<file path="src/design/sae_params.svh">
// Constants for the serial altitude encoder framer.
// Assumes inclusion by bare name from every design file that needs them.
`ifndef SAE_PARAMS_SVH
`define SAE_PARAMS_SVH

// ---------------------------------------------------------------------------
// Timing
// ---------------------------------------------------------------------------
`define SAE_CLK_HZ     25000000
`define SAE_BAUD_LOW   1200
`define SAE_BAUD_MID   2400
`define SAE_BAUD_HIGH  9600

// ---------------------------------------------------------------------------
// Message layout
// ---------------------------------------------------------------------------
`define SAE_LAST_LONG  5'd16
`define SAE_LAST_SHORT 5'd9
`define SAE_DIG_LONG   5'd5
`define SAE_DIG_SHORT  5'd4
`define SAE_CSUM_POS   5'd14
`define SAE_ALT_MAX    18'd99999
`define SAE_CR         8'h0D
`define SAE_ZERO       8'h30
`define SAE_FRAME_BITS 4'd9

`endif

</file>
<file path="src/design/sae_pkg.sv">
// Types shared by the altitude encoder framer and its serial transmitter.
// Assumes sae_params.svh is compiled alongside.
package sae_pkg;

  // Message formats as chosen by the format selector
  typedef enum logic [1:0] {
    FMT_HASH     = 2'b00,
    FMT_DOLLAR   = 2'b01,
    FMT_ALT_SLOW = 2'b10,
    FMT_ALT_FAST = 2'b11
  } sae_fmt_t;

  typedef enum logic [1:0] {
    ST_IDLE  = 2'b00,
    ST_CONV  = 2'b01,
    ST_SEND  = 2'b10,
    ST_DRAIN = 2'b11
  } sae_state_t;

  typedef struct packed {
    logic [14:0] cnt;
    logic [3:0]  bit_i;
    logic [8:0]  shf;
    logic        busy;
    logic        txd;
  } sae_tx_t;

  typedef struct packed {
    sae_state_t       st;
    sae_fmt_t         fmt;
    logic             res100;
    logic [14:0]      div;
    logic             neg;
    logic [16:0]      rem;
    logic [2:0]       dpos;
    logic [4:0][3:0]  dig;
    logic [4:0]       idx;
    logic [7:0]       csum;
    logic [1:0][7:0]  mem;
    logic             wp;
    logic             rp;
    logic [1:0]       cnt;
    logic             busy;
    logic             done;
  } sae_fr_t;

endpackage

</file>
<file path="src/design/sae_uart_tx.sv">
// Transmit-only 8N1 serial shifter with a run-time bit period.
// Assumes the period is held steady while a character is in flight.
`timescale 1ns/1ns
`include "sae_params.svh"
module sae_uart_tx
  import sae_pkg::*;
(
  input  wire logic        clk,      // System clock
  input  wire logic        reset,    // Synchronous reset, high
  input  wire logic [14:0] div,      // Clocks per bit
  input  wire logic        in_valid, // Character offered
  input  wire logic [7:0]  in_data,  // Character value
  output logic             in_ready, // Idle, takes a character
  output logic             txd       // Serial line, idles high
);

  sae_tx_t s_ff;
  sae_tx_t nxt_s;

  assign in_ready = !s_ff.busy;
  assign txd      = s_ff.txd;

  // ---------------------------------------------------------------------------
  // Bit timing and shifting
  // ---------------------------------------------------------------------------
  // Accepting only when idle keeps the stop bit whole before the next start
  always_comb begin
    nxt_s = s_ff;
    if (!s_ff.busy) begin
      if (in_valid) begin
        nxt_s.busy  = 1'b1;
        nxt_s.txd   = 1'b0;               // Start bit
        nxt_s.shf   = {1'b1, in_data};    // Data then stop, LSB first
        nxt_s.bit_i = 4'd0;
        nxt_s.cnt   = div - 15'd1;
      end
    end else if (s_ff.cnt != 15'd0) begin
      nxt_s.cnt = s_ff.cnt - 15'd1;
    end else if (s_ff.bit_i == `SAE_FRAME_BITS) begin
      nxt_s.busy = 1'b0;
    end else begin
      nxt_s.txd   = s_ff.shf[0];
      nxt_s.shf   = {1'b1, s_ff.shf[8:1]};
      nxt_s.bit_i = s_ff.bit_i + 4'd1;
      nxt_s.cnt   = div - 15'd1;
    end
  end

  always_ff @(posedge clk) begin
    if (reset) begin
      s_ff <= '{cnt: 15'h0000, bit_i: 4'h0, shf: 9'h1FF,
                busy: 1'b0, txd: 1'b1};
    end else begin
      s_ff <= nxt_s;
    end
  end
endmodule

</file>
<file path="src/design/sae_framer.sv">
// Serial altitude encoder framer: builds one message per request.
// Assumes the altitude input is pressure altitude in feet, two's complement,
// steady in the cycle of the request; line is 8N1.
//
// Functional notes
// - Selector picks one of four formats
// - Altitude quantised to 10 or 100 feet
// - Format one: #AL, sign, digits, T+25, sum
// - Format two: $MGL, sign, digits, T+25, sum
// - Formats three, four: ALT digits, 2400/9600
// - Reported altitude is pressure altitude only
`timescale 1ns/1ns
`include "sae_params.svh"
module sae_framer
  import sae_pkg::*;
#(
  parameter int DIV_LOW = (`SAE_CLK_HZ + `SAE_BAUD_LOW / 2) / `SAE_BAUD_LOW,
  parameter int DIV_MID = (`SAE_CLK_HZ + `SAE_BAUD_MID / 2) / `SAE_BAUD_MID
)
(
  input  wire logic        clk,          // System clock, 25 MHz
  input  wire logic        reset,        // Synchronous reset, high
  input  wire logic        msg_start,    // Pulse: send one message
  input  wire logic [1:0]  msg_fmt_sel,  // Message format selector
  input  wire logic        res_100,      // 1: 100 ft steps, 0: 10 ft
  input  wire logic [17:0] press_alt_ft, // Pressure altitude, signed
  output logic             txd,          // Encoder serial transmit
  output logic             busy,         // Message in progress
  output logic             msg_done      // Pulse: message fully sent
);

  localparam int DIV_HIGH = (`SAE_CLK_HZ + `SAE_BAUD_HIGH / 2)
                            / `SAE_BAUD_HIGH;

  sae_fr_t     s_ff;
  sae_fr_t     nxt_s;
  logic        push;
  logic        pop;
  logic        tx_ready;
  logic [7:0]  push_chr;
  logic [17:0] mag;
  logic [16:0] pw;

  assign busy     = s_ff.busy;
  assign msg_done = s_ff.done;

  // ---------------------------------------------------------------------------
  // Helpers
  // ---------------------------------------------------------------------------
  function automatic logic [16:0] pow10(input logic [2:0] p);
    case (p)
      3'd0:    pow10 = 17'd10000;
      3'd1:    pow10 = 17'd1000;
      3'd2:    pow10 = 17'd100;
      3'd3:    pow10 = 17'd10;
      default: pow10 = 17'd1;
    endcase
  endfunction

  function automatic logic [7:0] hex(input logic [3:0] v);
    hex = (v < 4'hA) ? {4'h3, v} : 8'(8'h37 + {4'h0, v});
  endfunction

  // Digit character, with the low digits forced to zero by resolution
  function automatic logic [7:0] dchr(input sae_fr_t s, input logic [4:0] d);
    logic [2:0] k;
    k = d[2:0];
    if (k == 3'd4 || (k == 3'd3 && s.res100)) begin
      dchr = `SAE_ZERO;
    end else begin
      dchr = {4'h3, s.dig[k]};
    end
  endfunction

  // Character at the current message position
  function automatic logic [7:0] char_at(input sae_fr_t s);
    logic h;
    h = (s.fmt == FMT_HASH);
    char_at = `SAE_CR;
    if (s.fmt == FMT_HASH || s.fmt == FMT_DOLLAR) begin
      case (s.idx)
        5'd0:  char_at = h ? 8'h23 : 8'h24;
        5'd1:  char_at = h ? 8'h41 : 8'h4D;
        5'd2:  char_at = h ? 8'h4C : 8'h47;
        5'd3:  char_at = h ? 8'h20 : 8'h4C;     // Space in format one, L in format two
        5'd4:  char_at = s.neg ? 8'h2D : 8'h2B; // Sign
        5'd5, 5'd6, 5'd7, 5'd8, 5'd9:
               char_at = dchr(s, s.idx - `SAE_DIG_LONG);
        5'd10: char_at = 8'h54;                 // T+25
        5'd11: char_at = 8'h2B;
        5'd12: char_at = 8'h32;
        5'd13: char_at = 8'h35;
        5'd14: char_at = hex(s.csum[7:4]);
        5'd15: char_at = hex(s.csum[3:0]);
        default: char_at = `SAE_CR;
      endcase
    end else begin
      case (s.idx)
        5'd0:  char_at = 8'h41;
        5'd1:  char_at = 8'h4C;
        5'd2:  char_at = 8'h54;
        5'd3:  char_at = 8'h20;
        5'd4, 5'd5, 5'd6, 5'd7, 5'd8:
               char_at = dchr(s, s.idx - `SAE_DIG_SHORT);
        default: char_at = `SAE_CR;
      endcase
    end
  endfunction

  // ---------------------------------------------------------------------------
  // Sequencing, conversion and the two-entry buffer
  // ---------------------------------------------------------------------------
  // The buffer lets the shifter stall character pushes without losing one
  assign push     = (s_ff.st == ST_SEND) && (s_ff.cnt != 2'd2);
  assign pop      = (s_ff.cnt != 2'd0) && tx_ready;
  assign push_chr = char_at(s_ff);
  assign pw       = pow10(s_ff.dpos);
  assign mag      = press_alt_ft[17] ? 18'(-press_alt_ft) : press_alt_ft;

  always_comb begin
    nxt_s      = s_ff;
    nxt_s.done = 1'b0;
    unique case (s_ff.st)
      ST_IDLE: begin
        if (msg_start) begin
          nxt_s.st     = ST_CONV;
          nxt_s.fmt    = sae_fmt_t'(msg_fmt_sel);
          nxt_s.res100 = res_100;
          unique case (sae_fmt_t'(msg_fmt_sel))
            FMT_HASH, FMT_DOLLAR: nxt_s.div = 15'(DIV_LOW);
            FMT_ALT_SLOW:         nxt_s.div = 15'(DIV_MID);
            FMT_ALT_FAST:         nxt_s.div = 15'(DIV_HIGH);
          endcase
          // Baro setting never enters: input is already 29.92 based
          nxt_s.neg  = press_alt_ft[17];
          nxt_s.rem  = (mag > `SAE_ALT_MAX) ? 17'(`SAE_ALT_MAX)
                                            : mag[16:0];
          nxt_s.dpos = 3'd0;
          nxt_s.dig  = '0;
          nxt_s.busy = 1'b1;
        end
      end
      ST_CONV: begin
        // Repeated subtraction: slow but tiny, up to 50 cycles per message
        if (s_ff.rem >= pw) begin
          nxt_s.rem              = s_ff.rem - pw;
          nxt_s.dig[s_ff.dpos]   = s_ff.dig[s_ff.dpos] + 4'd1;
        end else if (s_ff.dpos == 3'd4) begin
          nxt_s.st   = ST_SEND;
          nxt_s.idx  = 5'd0;
          nxt_s.csum = 8'h00;
        end else begin
          nxt_s.dpos = s_ff.dpos + 3'd1;
        end
      end
      ST_SEND: begin
        if (push) begin
          nxt_s.mem[s_ff.wp] = push_chr;
          nxt_s.wp           = !s_ff.wp;
          nxt_s.idx          = s_ff.idx + 5'd1;
          if (s_ff.idx < `SAE_CSUM_POS) begin
            nxt_s.csum = s_ff.csum + push_chr;
          end
          if (s_ff.idx == ((s_ff.fmt[1]) ? `SAE_LAST_SHORT
                                          : `SAE_LAST_LONG)) begin
            nxt_s.st = ST_DRAIN;
          end
        end
      end
      ST_DRAIN: begin
        // Period may only change once the last stop bit is out
        if (s_ff.cnt == 2'd0 && tx_ready) begin
          nxt_s.st   = ST_IDLE;
          nxt_s.busy = 1'b0;
          nxt_s.done = 1'b1;
        end
      end
    endcase
    if (pop) begin
      nxt_s.rp = !s_ff.rp;
    end
    nxt_s.cnt = s_ff.cnt + {1'b0, push} - {1'b0, pop};
  end

  always_ff @(posedge clk) begin
    if (reset) begin
      s_ff <= '0;
    end else begin
      s_ff <= nxt_s;
    end
  end

  // ---------------------------------------------------------------------------
  // Serial shifter
  // ---------------------------------------------------------------------------
  sae_uart_tx u_tx (
    .clk      (clk),
    .reset    (reset),
    .div      (s_ff.div),
    .in_valid (s_ff.cnt != 2'd0),
    .in_data  (s_ff.mem[s_ff.rp]),
    .in_ready (tx_ready),
    .txd      (txd)
  );
endmodule

</file>
<file path="config.mk">
export PLATFORM = sky130hd
export DESIGN_NAME = sae_framer
export DESIGN_NICKNAME = d
export VERILOG_FILES = /design/src/design/sae_pkg.sv /design/src/design/sae_uart_tx.sv /design/src/design/sae_framer.sv
export VERILOG_INCLUDE_DIRS = /design/src /design/src/design
export SDC_FILE = /design/constraint.sdc
export NUM_CORES = 1
export LEC_CHECK = 0
export ABC_AREA = 1
export BUFFER_PORTS_ARGS = -buffer_cell sky130_fd_sc_hd__buf_4
export CELL_PAD_IN_SITES_DETAIL_PLACEMENT = 0
export CELL_PAD_IN_SITES_GLOBAL_PLACEMENT = 1
export CORE_AREA = 2 2 146 148
export DETAILED_ROUTE_END_ITERATION = 8
export DIE_AREA = 0 0 148 150
export GPL_TIMING_DRIVEN = 0
export PLACE_DENSITY_LB_ADDON = 0.3
export RECOVER_POWER = 25
export SKIP_CTS_REPAIR_TIMING = 1
export SLEW_MARGIN = 10
export SYNTH_ARGS = -nofsm -noshare
export SYNTH_HDL_FRONTEND = slang
export SYNTH_SLANG_ARGS = --single-unit
export TNS_END_PERCENT = 1
</file>
<file path="constraint.sdc">
create_clock -name clk -period 3.7 [get_ports clk]
set_input_delay 0.185 -clock clk [delete_from_list [all_inputs] [get_ports clk]]
set_output_delay 0.185 -clock clk [all_outputs]
set_load 0.005 [all_outputs]
</file>
# Yosys cells after proc, flatten, opt, wreduce, memory -nomap -nowiden
# Index checks and enable logic that the tools add are counted.
# word_totals
register_bits	126
latchBits	0
ramBits	0
mem_bits_ro	0
input_bits	24
out_inout_bits	3
elab_cells	196
n_memories	0
# classes
n_addsub	15
n_mul	0
div	0
order_cmp	12
n_eq_ne	45
shift	0
mux	58
n_bitwise	1
n_reduce_logical	39
# op_table
operator	n
$mux W30	3
$pmux W7 S12	1
$pmux W40 S2	1
$mux W61	1
$pmux W14 S4	1
$pmux W15 S3	1
$eq A5 B4 Y1 const B	8
$mux W8	5
$bmux W4 S3	3
$pmux W7 S5	1
$mux W17	2
$mux W4	8
$mux W15	2
$sub A15 B1 Y15 const B	2
$mux W28	1
$mux W13	2
$pmux W13 S2	1
$mux W7	3
$bwmux W20	1
$eq A5 B3 Y1 const B	4
$mux W20	1
$ne A2 B2 Y1 const B	10
$gt A18 B17 Y1 const B	1
$mux W18	1
53 further kinds	106

# Logic depth before layout (Yosys ltp)
# depth
ltp_word	11
mapped_depth	27
mapped_depth_nobuf	25

# Modules after synthesis
# From an unflattened synthesis, not the netlist that was laid out.
# hier_totals
cells_unflattened	1441
area_unflattened_um2	8808.4
# modules_own_cells
mod	n_inst	cells_each	area_each_um2	seq_area_each_um2
sae_framer	1	1070	6608.8	1701.6
sae_uart_tx	1	371	2199.6	600.6

# Worst setup path after synthesis
# No wires, ideal clock.
# synth_timing
path_type	register to register
startpoint	register s_ff[30] (netlist bit)
endpoint	register s_ff[28] (netlist bit)
setup_ps	117
arrival_time_ps	3236
t_required_ps	3583
slack_ps	346
stages_incl_launch_ff	28
n_path_buf	2
period_less_slack_ps	3354
cell_sequence	dfxtp_1 > buf_2 > inv_1 > buf_2 > ha_1 > inv_1 > nor2_1 > nand2_1 > inv_1 > nor2_1 > inv_1 > nor3_1 > and2_1 > inv_1 > nand3_1 > nand2_1 > inv_1 > ha_1 > inv_1 > fa_1 > nor2_1 > a211oi_1 > o21ai_0 > a21oi_1 > xor2_1 > nor2_1 > nor2_1 > nor2_1
# synth_between
elab_chain_len	11
elab_cells_between_ends	44
cone_classes	add/sub (3); order compare (1); eq/ne (20); mux (12); reduce/logical (8)
# synth_rtl
item	line_no	text
start, declared	sae_framer.sv:35	sae_fr_t s_ff;
start signal, assigned	sae_framer.sv:189	s_ff <= nxt_s;
parallel branches: the longest is 6 deep, another holds $sub A3 B3 Y3	-	
$mux W8 (*)	sae_framer.sv:80	if (s.fmt == FMT_HASH || s.fmt == FMT_DOLLAR) begin
net push_chr[0]	sae_framer.sv:40	logic [7:0] push_chr;
$add A8 B8 Y8 (*)	sae_framer.sv:162	nxt_s.csum = s_ff.csum + push_chr;
$mux W8 (*)	sae_framer.sv:161	if (s_ff.idx < `SAE_CSUM_POS) begin
$mux W30 (*)	sae_framer.sv:157	if (push) begin
$pmux W13 S2 (*)	sae_framer.sv:123	unique case (s_ff.st)
# Mark *: on every way through the listed nets, which the timed path passes. The select of a mux whose other input is x is not followed.
# A chain may end at the register's enable or synchronous reset.

# Worst setup path in the final report
# layout_timing
startpoint	register s_ff[31] (netlist bit)
endpoint	register s_ff[28] (netlist bit)
# The elaborated chain is that of the path after synthesis.

==> impl_metrics.ini <==
[grt]
globalRoute.busiestLayer = met2
grt_util_met1_pct = 31.5
grt_pass1_wl_mm = 40.5
grt_antenna_before_repair = 0
grt_pass1_vias = 7953
grt_max_degree = 17
grt_overflow_total = 0
grtUsageMet2_pct = 37.5
grt_use_met3_pct = 3.26
grt_use_total_pct = 22.7

[sta]
fin_crit_sh_pct = 94.5
setup_viol = 0
worst_pin_slew_ns = 0.991
hold_viol = 0
drv_slew = 0
setup_ws_ns = 0.203
slew_headroom_pct = 33.2
finClkSkew_ns = 0.00816
finalCriticalPeriod_ns = 3.50
setup_tns_ns = 0
max_freq_ghz = 0.286

[worst_hold_path]
hold_depth = 3
min_path_type = input pin to flip-flop
hp-start = res_100
hold_end = s_ff[91]

[detailed_routing]
wirelength_mm = 25.2
drc = 0
vias_per_cell = 5.24
dr.pass1.iters = 7
ant_nets = 0
routed-via-count = 8737
wl_per_cell_um = 15.1
drt_iter0_markers = 508

[yosys]
syn_nets = 1392
synth-seq-cells = 115
synth_flop_cell = dfxtp_1
synth_area_leaders = dfxtp_1 27%, nand2_1 11%, inv_1 8.2%
ys_seq_area_share_pct = 27.0
synth_warnings = 0
syn_area_per_cell_um2 = 6.46
syn_inst = 1318
synth_top_area_cell = dfxtp_1
synth.top_cells.by_count = 250 x nand2_1, 187 x inv_1, 139 x a21oi_1, 121 x o21ai_0, 117 x nor2_1
synth_top_area_share_pct = 27.0
yosysMostFrequentCell = nand2_1
syn_area_um2 = 8520
synthArstFlopShare_pct = 0
synthDistinctLibCells = 55
synth_edf_count = 0

[worst_setup_path]
slowest_stage = dfxtp_4
max_stage_delay_ns = 0.37
arrival_ns = 3.81
rr_endpoint = s_ff[28]
rrSetupSlack_ns = 0.20
critPathBufInv = 7
crit_family = simple AND/OR/NAND/NOR gates
regToRegStartpoint = s_ff[31]
startpoint_type = flip-flop
critPathCaptureType = flip-flop
reg2reg_depth = 26
critPathMaxFanout = 7
required_ns = 4.01
cp_common_cell = inv_1
critical_path_class = flip-flop to flip-flop

[final_layout]
diodes = 0
areaGrowthSynthToFinish_pct = 16.0
drive_gt1_share_pct = 13.6
fin_cells = 1668
final_nets = 1455

[placed_design]
place_ws_ns = -0.492
hpwl_mm = 19.1
io_buffers = 25
place.gp.congestion = 0.900
place_inst = 1618

[power]
power_mw = 7.18
ir_drop_v = 0.000379
cellPowerDensity_nw_per_um2 = 727
p_leak_nw = 4.40

[clock_network]
cts_buffers = 17
clk_latency_ns = 0.42
tritoncts = built
cts_max_level = 4
clock_path_buffers = 2
clkTransAtPathRegs_ns = 0.06
cts_root_buf = clkbuf_16
clock-sinks = 115

[floorplan]
start_util_pct = 41.2
dieArea_um2 = 22200
core_area_um2 = 20700
num_rows = 53
fp.dieH_um = 150
io_pins = 27
die_w_um = 148

[job]
drv_cap = 0

[outcome]
status = finished clean
==> how the worst max path moves through the flow <==
stage          slack [ns]  startpoint  endpoint  cells after the start
4_1_cts             -0.52    s_ff[31]  s_ff[28]                     21
3_5_place_dp        -0.49    s_ff[31]  s_ff[28]                     21
6_report             0.20    s_ff[31]  s_ff[28]                     26
2_1_floorplan        0.35    s_ff[30]  s_ff[28]                     27
3_3_place_gp        -0.50    s_ff[31]  s_ff[28]                     21
5_1_grt             -0.04    s_ff[31]  s_ff[28]                     26
==> routing by layer <==
metal / up-vias / part of all wire, %
met1: 4022 / 49
met3: 18 / 3.8
met2: 199 / 47
met4: 0 / 1.2
met5: - / 0
li1: 4498 / -
==> area by class of cell <==
type | count | area, µm²
Clock inverter | 14 | 104
Buffer | 42 | 239
Fill cell | 2188 | 10800
Tap cell | 275 | 344
Timing Repair Buffer | 45 | 338
Inverter | 198 | 751
Multi-Input combinational cell | 962 | 5370
Sequential cell | 115 | 2310
Clock buffer | 17 | 425
==> state kept, by name (all words and copies together) (netlist names) <==
name	flops
msg_done	1
s_ff	83
busy	1
u_tx.txd	1
u_tx.s_ff	29
==> placed cells by master (no fill, tap or decap), drive strengths merged, types with 2 or more instances in the layout <==
| master | instances |
|---|---|
| a211oi | 5 |
| o311ai | 2 |
| clkinvlp | 5 |
| a21oi | 142 |
| nand3b | 5 |
| a31oi | 5 |
| nand3 | 80 |
| o21ai | 126 |
| nand2 | 261 |
| o31ai | 2 |
| fa | 2 |
| xor2 | 28 |
| ha | 48 |
| buf | 65 |
| nor4 | 4 |
| clkbuf | 39 |
| a31o | 2 |
| a21o | 3 |
| o22ai | 9 |
| o21bai | 2 |
| mux2i | 6 |
| inv | 200 |
| or2 | 6 |
| clkinv | 7 |
| nand4 | 25 |
| xnor2 | 6 |
| dfxtp | 115 |
| o211ai | 25 |
| nor3 | 24 |
| o2111ai | 2 |
| nor2 | 135 |
==> power by group <==
group | leakage (nW) | total [mW] | internal, mW | switching [mW]
clock network | 0.256 | 1.51 | 0.857 | 0.652
logic | 3.20 | 3.83 | 1.34 | 2.49
registers | 0.943 | 1.84 | 1.58 | 0.263
total | 4.40 | 7.18 | 3.78 | 3.40
==> worst min-delay path, delay by kind of cell <==
family | cells | cell delay (ns)
buffers and inverters | 1 | 0.09
AO/OA/AOI/OAI | 1 | 0.09
AND/OR/NAND/NOR | 1 | 0.08
==> cell families (layout without fill, tap and decap cells) <==
group | after synthesis | after routing | synth area share, %
mux | 6 | 6 | 0.705
fa+ha+maj | 50 | 50 | 7.52
simple gates | 542 | 542 | 28.5
flops | 115 | 115 | 27.0
buf+inv | 241 | 316 | 11.3
xor+xnor | 34 | 34 | 3.58
compound gates | 330 | 330 | 21.4
==> stage by stage <==
step | hold slack (ns) | cell area (µm²) | util, %
CTS | 0.0545 | 9580 | 46.3
global route | 0.0888 | 9880 | 47.8
finish | 0.0598 | 9880 | 47.8
detailed placement | 0.443 | 9050 | 43.7
floorplan | 0.352 | 8520 | -
global placement | 0.437 | 9050 | 43.7
No activity file was read; power rests on OpenSTA's default activity.
